### config.mk
export PLATFORM = sky130hd
export DESIGN_NAME = pscl_loader
export DESIGN_NICKNAME = d
export VERILOG_FILES = /design/src/verilog/pscl_pkg.sv /design/src/verilog/pscl_image_mem.sv /design/src/verilog/pscl_loader.sv
export SDC_FILE = /design/constraint.sdc
export NUM_CORES = 1
export LEC_CHECK = 0
export BUFFER_PORTS_ARGS = -buffer_cell sky130_fd_sc_hd__clkbuf_2
export CORE_MARGIN = 2
export CORE_UTILIZATION = 30
export DETAILED_ROUTE_END_ITERATION = 10
export PLACE_DENSITY = 0.56
export SLEW_MARGIN = 20
export SYNTH_ARGS = -nofsm -noshare
export SYNTH_HDL_FRONTEND = slang
export SYNTH_SLANG_ARGS = --single-unit
### constraint.sdc
create_clock -name clock -period 2 [get_ports clock]
set_clock_uncertainty 0.15 [all_clocks]
set_input_delay 0.5 -clock clock [delete_from_list [all_inputs] [get_ports clock]]
set_output_delay 0.5 -clock clock [all_outputs]
set_load 0.01 [all_outputs]
### src/verilog/pscl_pkg.sv
// Constants and types shared by the passive serial configuration loader.
package pscl_pkg;

	localparam int CLK_PERIOD_NS = 10;
	localparam int POR_TIME_NS = 45000;
	localparam int POR_CYCLES_DEF = (POR_TIME_NS + CLK_PERIOD_NS - 1) / CLK_PERIOD_NS;
	localparam int INIT_TIME_NS = 300000;
	localparam int INIT_CYCLES_DEF = (INIT_TIME_NS + CLK_PERIOD_NS - 1) / CLK_PERIOD_NS;
	localparam int CNT_W = 16;
	localparam int IMAGE_BYTES = 16;
	localparam int ADDR_W = 4;
	localparam logic [ADDR_W-1:0] LAST_ADDR = 4'hf;
	localparam logic [2:0] LAST_BIT = 3'h7;
	localparam logic [1:0] FALL_EDGES = 2'h2;
	localparam logic [7:0] CHECK_OK = 8'h00;

	typedef enum logic [2:0] {
		PSCL_POR = 3'b000,
		PSCL_RESET = 3'b001,
		PSCL_LOAD = 3'b010,
		PSCL_DONE = 3'b011,
		PSCL_INIT = 3'b100,
		PSCL_USER = 3'b101,
		PSCL_ERROR = 3'b110
	} pscl_state_t;

endpackage

### src/verilog/pscl_image_mem.sv
// Small image store for the loaded configuration bytes, registered read port.
`timescale 1ns/1ns
module pscl_image_mem (
	input wire logic clock,
	input wire logic wr_en,
	input wire logic [pscl_pkg::ADDR_W-1:0] wr_addr,
	input wire logic [7:0] wr_data,
	input wire logic [pscl_pkg::ADDR_W-1:0] rd_addr,
	output logic [7:0] rd_data
);
	import pscl_pkg::*;

	logic [7:0] mem [IMAGE_BYTES];

	always_ff @(posedge clock) begin
		if (wr_en) begin
			mem[wr_addr] <= wr_data;
		end
		rd_data <= mem[rd_addr];
	end

endmodule

### src/verilog/pscl_loader.sv
// Passive serial configuration loader as it sits inside the configured device.
`timescale 1ns/1ns
module pscl_loader #(
	parameter int POR_CYCLES = pscl_pkg::POR_CYCLES_DEF,
	parameter int INIT_CYCLES = pscl_pkg::INIT_CYCLES_DEF
) (
	input wire logic clock,
	input wire logic rst_b,
	input wire logic config_request_n,
	input wire logic serial_config_clock,
	input wire logic serial_config_data,
	input wire logic chain_enable_in_n,
	input wire logic config_status_n_in,
	output logic config_status_n_out,
	output logic config_status_n_oe,
	input wire logic config_complete_in,
	output logic config_complete_out,
	output logic config_complete_oe,
	output logic init_complete_out,
	output logic init_complete_oe,
	output logic chain_enable_out_n,
	output logic user_mode,
	output logic weak_pullup_en,
	input wire logic user_data_pin_en,
	input wire logic user_data_out,
	output logic data_pin_out,
	output logic data_pin_oe,
	input wire logic [pscl_pkg::ADDR_W-1:0] image_rd_addr,
	output logic [7:0] image_rd_data
);
	import pscl_pkg::*;

	typedef struct packed {
		pscl_state_t st;
		logic req_s1;
		logic req_s2;
		logic clk_s1;
		logic clk_s2;
		logic clk_d;
		logic dat_s1;
		logic dat_s2;
		logic ce_s1;
		logic ce_s2;
		logic sts_s1;
		logic sts_s2;
		logic cd_s1;
		logic cd_s2;
		logic [CNT_W-1:0] cnt;
		logic [7:0] shift;
		logic [2:0] bitc;
		logic [ADDR_W-1:0] addr;
		logic [7:0] chk;
		logic [1:0] falls;
		logic wr_en;
		logic [ADDR_W-1:0] wr_addr;
		logic [7:0] wr_data;
		logic dout;
		logic armed;
	} pscl_regs_t;

	pscl_regs_t r_r;
	pscl_regs_t r_nxt;
	logic rise;
	logic fall;
	logic [7:0] byte_in;

	////////////////////////////////////////////////////////////////////////////////
	// Next state.

	assign rise = r_r.clk_s2 & ~r_r.clk_d;
	assign fall = ~r_r.clk_s2 & r_r.clk_d;
	assign byte_in = {r_r.dat_s2, r_r.shift[7:1]};

	always_comb begin
		r_nxt = r_r;
		r_nxt.req_s1 = config_request_n;
		r_nxt.req_s2 = r_r.req_s1;
		r_nxt.clk_s1 = serial_config_clock;
		r_nxt.clk_s2 = r_r.clk_s1;
		r_nxt.clk_d = r_r.clk_s2;
		r_nxt.dat_s1 = serial_config_data;
		r_nxt.dat_s2 = r_r.dat_s1;
		r_nxt.ce_s1 = chain_enable_in_n;
		r_nxt.ce_s2 = r_r.ce_s1;
		r_nxt.sts_s1 = config_status_n_in;
		r_nxt.sts_s2 = r_r.sts_s1;
		r_nxt.cd_s1 = config_complete_in;
		r_nxt.cd_s2 = r_r.cd_s1;
		r_nxt.wr_en = 1'b0;
		r_nxt.dout = user_data_out;
		unique case (r_r.st)
			PSCL_POR: begin
				r_nxt.cnt = r_r.cnt + 1'b1;
				if (r_r.cnt == CNT_W'(POR_CYCLES - 1)) begin
					r_nxt.st = PSCL_RESET;
				end
			end
			PSCL_RESET: begin
				r_nxt.cnt = '0;
				r_nxt.bitc = '0;
				r_nxt.addr = '0;
				r_nxt.chk = '0;
				r_nxt.falls = '0;
				r_nxt.armed = 1'b0;
				if (r_r.req_s2) begin
					r_nxt.st = PSCL_LOAD;
				end
			end
			PSCL_LOAD: begin
				// Our own status pull needs two clocks to leave the synchroniser, so a low
				// status only counts as an error once the line has been seen high in this load.
				if (!r_r.armed) begin
					r_nxt.armed = r_r.sts_s2;
				// another chain member flagged an error
				end else if (!r_r.sts_s2) begin
					r_nxt.st = PSCL_ERROR;
				end else if (!r_r.ce_s2 && rise) begin
					r_nxt.shift = byte_in;
					r_nxt.bitc = r_r.bitc + 1'b1;
					if (r_r.bitc == LAST_BIT) begin
						r_nxt.wr_en = 1'b1;
						r_nxt.wr_addr = r_r.addr;
						r_nxt.wr_data = byte_in;
						r_nxt.chk = r_r.chk ^ byte_in;
						r_nxt.addr = r_r.addr + 1'b1;
						if (r_r.addr == LAST_ADDR) begin
							// image check decides done or error
							r_nxt.st = ((r_r.chk ^ byte_in) == CHECK_OK) ? PSCL_DONE : PSCL_ERROR;
						end
					end
				end
			end
			PSCL_DONE: begin
				// count falling edges once the shared line is high
				if (!r_r.sts_s2) begin
					r_nxt.st = PSCL_ERROR;
				end else if (r_r.falls == FALL_EDGES) begin
					r_nxt.st = PSCL_INIT;
					r_nxt.cnt = '0;
				end else if (fall && r_r.cd_s2) begin
					r_nxt.falls = r_r.falls + 1'b1;
				end
			end
			PSCL_INIT: begin
				r_nxt.cnt = r_r.cnt + 1'b1;
				// release init complete at the end
				if (r_r.cnt == CNT_W'(INIT_CYCLES - 1)) begin
					r_nxt.st = PSCL_USER;
				end
			end
			PSCL_USER: begin
				r_nxt.cnt = '0;
			end
			PSCL_ERROR: begin
				r_nxt.cnt = '0;
			end
			default: begin
				r_nxt.st = PSCL_RESET;
			end
		endcase
		// a low request restarts from any state past power-on
		if (!r_r.req_s2 && r_r.st != PSCL_POR) begin
			r_nxt.st = PSCL_RESET;
		end
	end

	// there is no timeout, so a halted serial clock simply holds the shift, bit count, address and check fields.
	always_ff @(posedge clock or negedge rst_b) begin
		if (!rst_b) begin
			r_r <= '0;
		end else begin
			r_r <= r_nxt;
		end
	end

	////////////////////////////////////////////////////////////////////////////////
	// Pins.

	// status held low in power-on, reset and error
	assign config_status_n_out = 1'b0;
	assign config_status_n_oe = (r_r.st == PSCL_POR) || (r_r.st == PSCL_RESET) || (r_r.st == PSCL_ERROR);
	// complete released once own image is in
	assign config_complete_out = 1'b0;
	assign config_complete_oe = (r_r.st == PSCL_POR) || (r_r.st == PSCL_RESET) || (r_r.st == PSCL_LOAD) ||
		(r_r.st == PSCL_ERROR);
	// init complete low until user mode
	assign init_complete_out = 1'b0;
	assign init_complete_oe = (r_r.st != PSCL_USER);
	// enable the next device after our image
	assign chain_enable_out_n = !((r_r.st == PSCL_DONE) || (r_r.st == PSCL_INIT) || (r_r.st == PSCL_USER));
	assign user_mode = (r_r.st == PSCL_USER);
	assign weak_pullup_en = (r_r.st != PSCL_USER);
	// data pin tri-stated unless the user option claims it in user mode
	assign data_pin_out = r_r.dout;
	assign data_pin_oe = user_mode && user_data_pin_en;

	pscl_image_mem u_mem (
		.clock(clock),
		.wr_en(r_r.wr_en),
		.wr_addr(r_r.wr_addr),
		.wr_data(r_r.wr_data),
		.rd_addr(image_rd_addr),
		.rd_data(image_rd_data)
	);
endmodule

==> summary.md, run 1 <==
| Metric | Value |
|---|---|
| Outcome | `complete, but fails checks` |
| Failing checks | `negative setup slack` |
| Post-Syn Instances | `519` |
| Worst r2r src | `r_r[29]$_DFFE_PN0P_` |
| Placeable core area | `roughly 0.027 mm^2` |
| CTS tree | `built` |
| Largest family of logic cells by synthesized area | `multiplexers` |
| Port bufs | `29` |
| Hpwl dp | `11000 um` |
| Async SR Flop Fraction | `34.3%` |
| Total congestion overflow | `0` |
| Setup-failing EPs final | `9` |
| CP cell instances | `buf_6 > nor2b_4 > buf_6 > and3_4 > buf_6` |
| Max-cap violations | `0` |
| FILL cells | `between 2000 and 3000` |
| Post-synthesis compound-gate area fraction | `between 4 and 5%` |
| Finished Core Util | `between 30% and 40%` |
| Antenna violations before repair | `0` |
| Final nets | `639` |
| Ys Warns | `0` |
| Routability cong. | `between 0.7 and 0.8` |
| Row count | `60` |
| Clock latency on the worst-skew pair | `0.51 ns` |
| RSZ-0062 raised after global routing | `true` |
| Final hold viol count | `0` |
| Crit path DAT | `1.57 ns` |
| Slew Viols, Final | `0` |
| Crit path required time | `1.35 ns` |
| Die X | `between 150 and 200 um` |
| Via count | `roughly 4700` |
| Max Buffers Root-to-Sink | `3` |
| Worst Hold Class | `reg2reg` |
| Top_reg_cell synth | `edfxtp_1` |
| Worst-case vdd ir drop | `approximately 0.56 mV` |
| Buffer type at the clock tree root | `clkbuf_16` |
| Cell mode on critical path | `buf_6` |
| Routed WL | `16800 um` |
| Starting Density | `between 30% and 40%` |
| Layout cells sized above 1 | `between 30% and 40%` |
| Sequential fraction of the synthesis area | `roughly 70%` |
| P per Cell Area | `845 mW/mm^2` |
| Worst setup EP type | `output port` |
| H-tree lvl count | `1` |
| Global-route wire length before repair | `26500 um` |
| Post-DRT Antenna Nets | `0` |
| Drt drc | `0` |
| Largest net degree at the start of global routing | `72` |
| GR Util All Layers | `11.8%` |
| WHS | `0.199 ns` |
| First DRT Iteration DRCs | `403` |
| Worst hold path depth | `0` |
| Final period util | `111%` |
| CTS Buf Count | `23` |
| XOR/XNOR share of the synthesized area | `1.90%` |
| CP Class | `reg2out` |
| Mux contribution to synthesized area | `12.3%` |
| Post-synth EDFFs | `128` |
| Avg Cell Area, Syn | `16.0 um^2` |
| Critical path peak fanout | `4` |
| Die height | `between 150 and 200 um` |
| 1st-pass router iterations | `4` |
| Diode count | `0` |
| Post-Synthesis Cell Area | `0.00828 mm^2` |
| Critical path launch point | `r_r[70]$_DFFE_PN0P_` |
| CP delay by family, top | `flip-flops` |
| Simple-Gate Fraction of Synth Area | `9.00%` |
| Die Area | `0.0290 mm^2` |
| Relative max-transition margin | `63.7%` |
| Ports | `33` |
| #FFs+latches synth | `about 210` |
| Reg2reg path depth | `7` |
| Least-Margin Pin Slew | `0.545 ns` |
| Pleak | `roughly 3.5 nW` |
| Vias per cell | `4.78` |
| HP Start | `r_nxt[60]$_DFF_PN0_` |
| Final worst setup slack | `-0.224 ns` |
| Critical Path Stages | `5` |
| Post-Synth Adder-Cell Area | `less than 1%` |
| Library cells used by synthesis | `56` |
| Worst path bufs/invs | `3` |
| CP peak stage delay | `0.43 ns` |
| FMAX | `roughly 450 MHz` |
| Vias in the first global route | `about 4800` |
| P&R area growth vs syn | `22.7%` |
| DR WL/cell | `17.2 um` |
| Min cycle time layout | `2.22 ns` |
| Clk sinks | `207` |
| Slowest CP cell | `dfrtp_2` |
| Clock transition at path regs | `0.05 ns` |
| Worst setup SP type | `flop` |
## synthesized netlist by cell type, drive strengths merged, types with 3 or more instances
cell type	count	area share, %
edfxtp	128	46
dfrtp	71	21
nand2	54	2.4
mux4	40	11
nor2	39	1.8
o21ai	29	1.8
buf	17	1.3
nand4	12	0.91
nand3	11	0.66
xnor2	9	0.95
xor2	9	0.95
clkbuf	8	0.36
dfxtp	8	1.9
mux2	8	1.1
inv	6	0.27
nor3	6	0.36
and3	5	0.44
ha	5	0.76
nand2b	5	0.38
a31oi	4	0.30
nand3b	4	0.36
a21o	3	0.27
a21oi	3	0.18
and4bb	3	0.45
nor2b	3	0.23
## worst paths after layout
path	end	slack, ns
max reg2reg	r_r[70]$_DFFE_PN0P_	-0.10
min	r_r[60]$_DFF_PN0_	0.20
min reg2reg	r_r[60]$_DFF_PN0_	0.20
min in group asynchronous	data_pin_out$_DFF_PN0_	0.39
max in group asynchronous	r_r[69]$_DFFE_PN0P_	0.98
max	data_pin_oe	-0.22
## stage by stage
stage | instances | worst slack [ns] | total power, mW | setup TNS, ns | area, um^2
floorplan | 521 | 0.00856 | 4.69 | 0 | 8310
global placement | 921 | -0.118 | 4.76 | -0.981 | 9200
detailed placement | 921 | -0.269 | 4.76 | -1.44 | 9200
CTS | 974 | -0.241 | 8.67 | -1.53 | 10100
global route | 977 | -0.267 | 8.87 | -1.94 | 10200
finish | 977 | -0.224 | 8.58 | -1.24 | 10200
## where the power goes
part | switching, mW | total, mW | internal, mW
Sequential | 0.00853 | 4.53 | 4.52
Combinational | 0.0856 | 0.159 | 0.0738
Clock | 1.61 | 3.90 | 2.29
Total | 1.70 | 8.58 | 6.88
## repair_timing
action	in CTS	in global routing
endpoints found under the hold margin	78	0
setup endpoints to repair	11	30
buffers inserted	4	3
gates resized for setup	12	23
hold buffers	8	0
pin swaps	1	6
## flip-flops by register name, summed over array words and instances (netlist names)
name and count:
u_mem.mem 128, r_r 55, byte_in 8, u_mem.rd_data 8, r_nxt 7, data_pin_out 1
## cells in the final DEF, fill, tap and decap left out, types with 3 or more instances in the layout
cell type and instances:
clkbuf_8 4, xor2_1 9, nand4_1 12, a31oi_1 4, buf_2 3, clkbuf_1 9, and4bb_2 3, nor3_1 5
inv_2 3, o21ai_1 8, inv_1 3, nand3b_1 4, nand2_1 53, mux2_2 7, buf_12 5, buf_4 53
dlygate4sd3_1 8, conb_1 3, o21ai_0 21, mux4_2 40, clkinv_1 3, clkbuf_16 23, a21o_1 3, xnor2_1 9
dfrtp_1 68, nor2_1 37, nand2b_1 5, and3_4 3, dfrtp_2 3, nand3_1 10, edfxtp_1 128, clkbuf_2 23
a21oi_1 3, buf_6 6, dfxtp_1 8
## worst register-to-register path: stages (launching register included)
cell     delay (ns)
dfrtp_1        0.36
ha_2           0.20
ha_4           0.13
nand4_1        0.12
o41ai_2        0.30
nand3_1        0.15
o22a_1         0.27
mux2_4         0.30
## layout make-up
type	count	area, um^2	share of cell area, %
Multi-Input combinational cell	283	2430	23.9
Clock buffer	36	664	6.54
Tap cell	341	427	4.20
Sequential cell	207	5780	56.9
Clock inverter	5	38.8	0.382
Timing Repair Buffer	99	791	7.78
Inverter	6	22.5	0.222
## metal layers
| metal | part of all wire [%] | up-vias | GRT usage, % |
|---|---|---|---|
| met1 | 45 | 2382 | 16.0 |
| met5 | 0 | - | 0 |
| met4 | 1.8 | 0 | 3.23 |
| met3 | 3.9 | 22 | 1.98 |
| met2 | 49 | 98 | 19.6 |
| li1 | - | 2169 | - |
## kinds of logic (layout without fill, tap and decap cells)
logic type	after synthesis	count (layout)
other	1	3
and+or+nand+nor	152	152
adders and majority gates	5	5
AOI/OAI and AO/OA	55	55
buffers and inverters	31	146
DFF	207	207
xor gates and xnor gates	18	18
muxes	50	50
No activity file was read; power rests on OpenSTA's default activity.
==> inputs of run 2 (changes only) <==
--- a/config.mk
+++ b/config.mk
@@ -13,4 +13,5 @@
 export SLEW_MARGIN = 20
 export SYNTH_ARGS = -nofsm -noshare
 export SYNTH_HDL_FRONTEND = slang
+export SYNTH_HIERARCHICAL = 1
 export SYNTH_SLANG_ARGS = --single-unit
==> summary.md, run 2 <==
| Metric | Value |
|---|---|
| P per Cell Area | `841 mW/mm^2 (-0.37%)` |
| Final period util | `107% (-4.2 points)` |
| Worst-case vdd ir drop | `0.485 mV (-13%)` |
| Reg2reg path depth | `6 (-1)` |
| RSZ-0062 raised after global routing | `true` |
| FILL cells | `2643 (+4.8%)` |
| Largest net degree at the start of global routing | `72 (unchanged)` |
| Worst setup EP type | `output port` |
| Final nets | `659 (+3.1%)` |
| Layout cells sized above 1 | `27.3% (-3.5 points)` |
| Clock latency on the worst-skew pair | `0.52 ns (about the same)` |
| P&R area growth vs syn | `21.9%` |
| Vias per cell | `4.80 (+0.43%)` |
| Worst r2r src | `r_r[71]$_DFFE_PN0P_` |
| CP cell instances | `and2b_2 > and3_1 > buf_2` |
| Worst path bufs/invs | `1 (-2)` |
| Final hold viol count | `0 (unchanged)` |
| Vias in the first global route | `4989 (+3.2%)` |
| Most frequent cells in the layout | `128 x edfxtp_1, 68 x dfrtp_1, 56 x nand2_1, 44 x buf_4, 35 x nor2_1` |
| Async SR Flop Fraction | `34.3% (unchanged)` |
| WHS | `0.199 ns (+0.000326 ns)` |
| Worst hold path depth | `0 (unchanged)` |
| GR Util All Layers | `11.9% (+0.11 points)` |
| Avg Cell Area, Syn | `15.5 um^2 (-3.2%)` |
| Top Registers | `u_mem/mem (128), r_r (55)` |
| Crit path DAT | `1.49 ns (-0.08 ns)` |
| Ys Warns | `6 (+6)` |
| Routed WL | `17500 um (+4.0%)` |
| CTS Buf Count | `22 (-4.3%)` |
| Routability cong. | `0.776 (+3.3%)` |
| Sequential fraction of the synthesis area | `68.1% (-1.7 points)` |
| First DRT Iteration DRCs | `299 (-26%)` |
| Diode count | `0 (unchanged)` |
| Post-synth EDFFs | `128 (unchanged)` |
| Commonest non-fill, non-tap cell in the layout | `edfxtp_1` |
| Placeable core area | `0.0278 mm^2 (+2.8%)` |
| Max Buffers Root-to-Sink | `3 (unchanged)` |
| H-tree lvl count | `1 (unchanged)` |
| Worst Hold Endpoint | `r_nxt[64]$_DFF_PN0_` |
| Die height | `172 um (+1.2%)` |
| CP peak stage delay | `0.42 ns (about the same)` |
| Final worst setup slack | `-0.140 ns (+0.0842 ns)` |
| Pleak | `3.57 nW (+1.9%)` |
| Synth top area cells | `edfxtp_1 45%, dfrtp_1 21%, mux4_2 4.8%` |
| Least-Margin Pin Slew | `0.611 ns (+0.0666 ns)` |
| Post-Synthesis Cell Area | `0.00848 mm^2 (+2.4%)` |
| Critical path peak fanout | `5 (+1)` |
| Max-cap violations | `0 (unchanged)` |
| Row count | `61 (+1.7%)` |
| Reg area | `0.00578 mm^2 (unchanged)` |
| Library cells used by synthesis | `61 (+8.9%)` |
| Clock transition at path regs | `0.06 ns (about the same)` |
| Post-synth top cells | `128 x edfxtp_1, 71 x dfrtp_1, 58 x nand2_1, 41 x o21ai_0, 36 x nor2_1` |
| Failing checks | `negative setup slack` |
| Post-Syn Instances | `549 (+5.8%)` |
| CTS tree | `built` |
| DR WL/cell | `16.9 um (-1.7%)` |
| HP Start | `r_nxt[65]$_DFF_PN0_` |
| Worst R2R Setup Slack | `0.02 ns (+0.12 ns)` |
| Min cycle time layout | `2.14 ns (-0.0842 ns)` |
| 1st-pass router iterations | `4 (unchanged)` |
| Outcome | `complete, but fails checks` |
| Die X | `172 um (+1.2%)` |
| Buffer type at the clock tree root | `clkbuf_16` |
| Top reg by flops | `u_mem/mem` |
| Via count | `4965 (+6.3%)` |
| Worst Hold Class | `reg2reg` |
| Slowest CP cell | `dfrtp_1` |
| Top_reg_cell synth | `edfxtp_1` |
| Synth top area share | `45.3% (-1.1 points)` |
| Clk sinks | `207 (unchanged)` |
| #FFs+latches synth | `207 (unchanged)` |
| Crit path required time | `1.35 ns (about the same)` |
| Global-route wire length before repair | `27500 um (+3.8%)` |
| Pre-CTS setup slack | `-0.0403 ns (+0.228 ns)` |
| Final instance area | `0.0103 mm^2 (+1.8%)` |
| Worst setup SP type | `flop` |
| Port bufs | `29 (unchanged)` |
| Ports | `33 (unchanged)` |
| Critical Path Stages | `3 (-2)` |
| Total congestion overflow | `0 (unchanged)` |
| Area leader, netlist | `edfxtp_1` |
| Setup-failing EPs final | `7 (-2)` |
| Hpwl dp | `10900 um (-0.49%)` |
| Area of the multi-input gates | `0.00262 mm^2 (+7.7%)` |
| Cell with the most instances after synthesis | `edfxtp_1` |
| DP Area | `0.00927 mm^2 (+0.78%)` |
| Slew Viols, Final | `0 (unchanged)` |
| Post-DRT Antenna Nets | `0 (unchanged)` |
| Antenna violations before repair | `0 (unchanged)` |
| Starting Density | `30.5% (-0.11 points)` |
| CP delay by family, top | `simple AND/OR/NAND/NOR gates` |
| Number of flip-flops in the largest register | `128 (unchanged)` |
| Reg-to-Reg End | `byte_in[3]$_DFFE_PN0P_` |
| Die Area | `0.0296 mm^2 (+2.4%)` |
| Drt drc | `0 (unchanged)` |
| CP Class | `reg2out` |
| FMAX | `467 MHz (+3.9%)` |
| Relative max-transition margin | `59.2% (-4.4 points)` |
==> run 2: kinds of logic (layout without fill, tap and decap cells) <==
family / count (synthesis) / in the layout / share of synthesized area, %
buf+inv: 32 / 136 / 2.52
fa+ha+maj: 5 / 5 / 0.737
compound gates: 81 / 81 / 6.03
simple gates: 167 / 168 / 10.7
mux: 39 / 39 / 10.0
other cells: 1 / 3 / 0.0442
xor+xnor: 17 / 17 / 1.76
flops: 207 / 207 / 68.1
==> run 2: layout make-up <==
class,count,share of cell area (%)
inverter,6,0.218
sequential,207,55.9
multi-input combinational,313,25.3
clock inverter,7,0.678
tap,378,4.57
clock buffer,33,6.21
timing repair buffer,90,7.03
==> run 2: worst max path at each step <==
stage	to	from	slack [ns]
after floorplan	r_r[21]$_DFFE_PN0P_	r_r[29]$_DFFE_PN0P_	0.16
after global placement	u_mem/rd_data[3]$_DFF_P_	image_rd_addr[0]	-0.05
after detailed placement	u_mem/rd_data[5]$_DFF_P_	image_rd_addr[0]	-0.04
after CTS	data_pin_oe	r_r[70]$_DFFE_PN0P_	-0.16
after global routing	data_pin_oe	r_r[70]$_DFFE_PN0P_	-0.19
final	data_pin_oe	r_r[70]$_DFFE_PN0P_	-0.14
==> run 2: worst reg2reg max path: stages, from the launching register on <==
cell      delay [ns]
dfrtp_2         0.43
buf_6           0.13
buf_6           0.12
and4bb_4        0.37
buf_4           0.13
nand4_4         0.19
mux2_2          0.33
==> run 2: timing repair <==
action	CTS	global route
buffers inserted	9	6
pin swaps	6	7
endpoints found under the hold margin	78	0
gates resized for setup	17	28
hold buffers	8	0
setup endpoints to repair	7	28
gates cloned	0	2
==> run 2: stage by stage <==
step	util, %	cells	TNS [ns]	power [mW]
2_1_floorplan	-	551	0	4.74
3_3_place_gp	33.4	970	-0.0567	4.83
3_5_place_dp	33.4	970	-0.0883	4.84
4_1_cts	36.7	1026	-0.977	8.83
5_1_grt	37.2	1034	-1.41	9.02
6_report	37.2	1034	-0.653	8.70
==> run 2: per-layer routing <==
metal / up-vias / global-route usage [%] / share of wire (%)
li1: 2280 / - / -
met1: 2531 / 15.4 / 44
met4: 0 / 3.43 / 2.5
met5: - / 0 / 0
met2: 121 / 20.3 / 50
met3: 33 / 2.43 / 4.3
==> run 2: where the power goes <==
part           internal, mW  total [mW]  switching, mW  leakage [nW]
Combinational        0.0932       0.212          0.119          1.33
Clock                  2.35        3.94           1.59         0.352
Sequential             4.53        4.55         0.0154          1.89
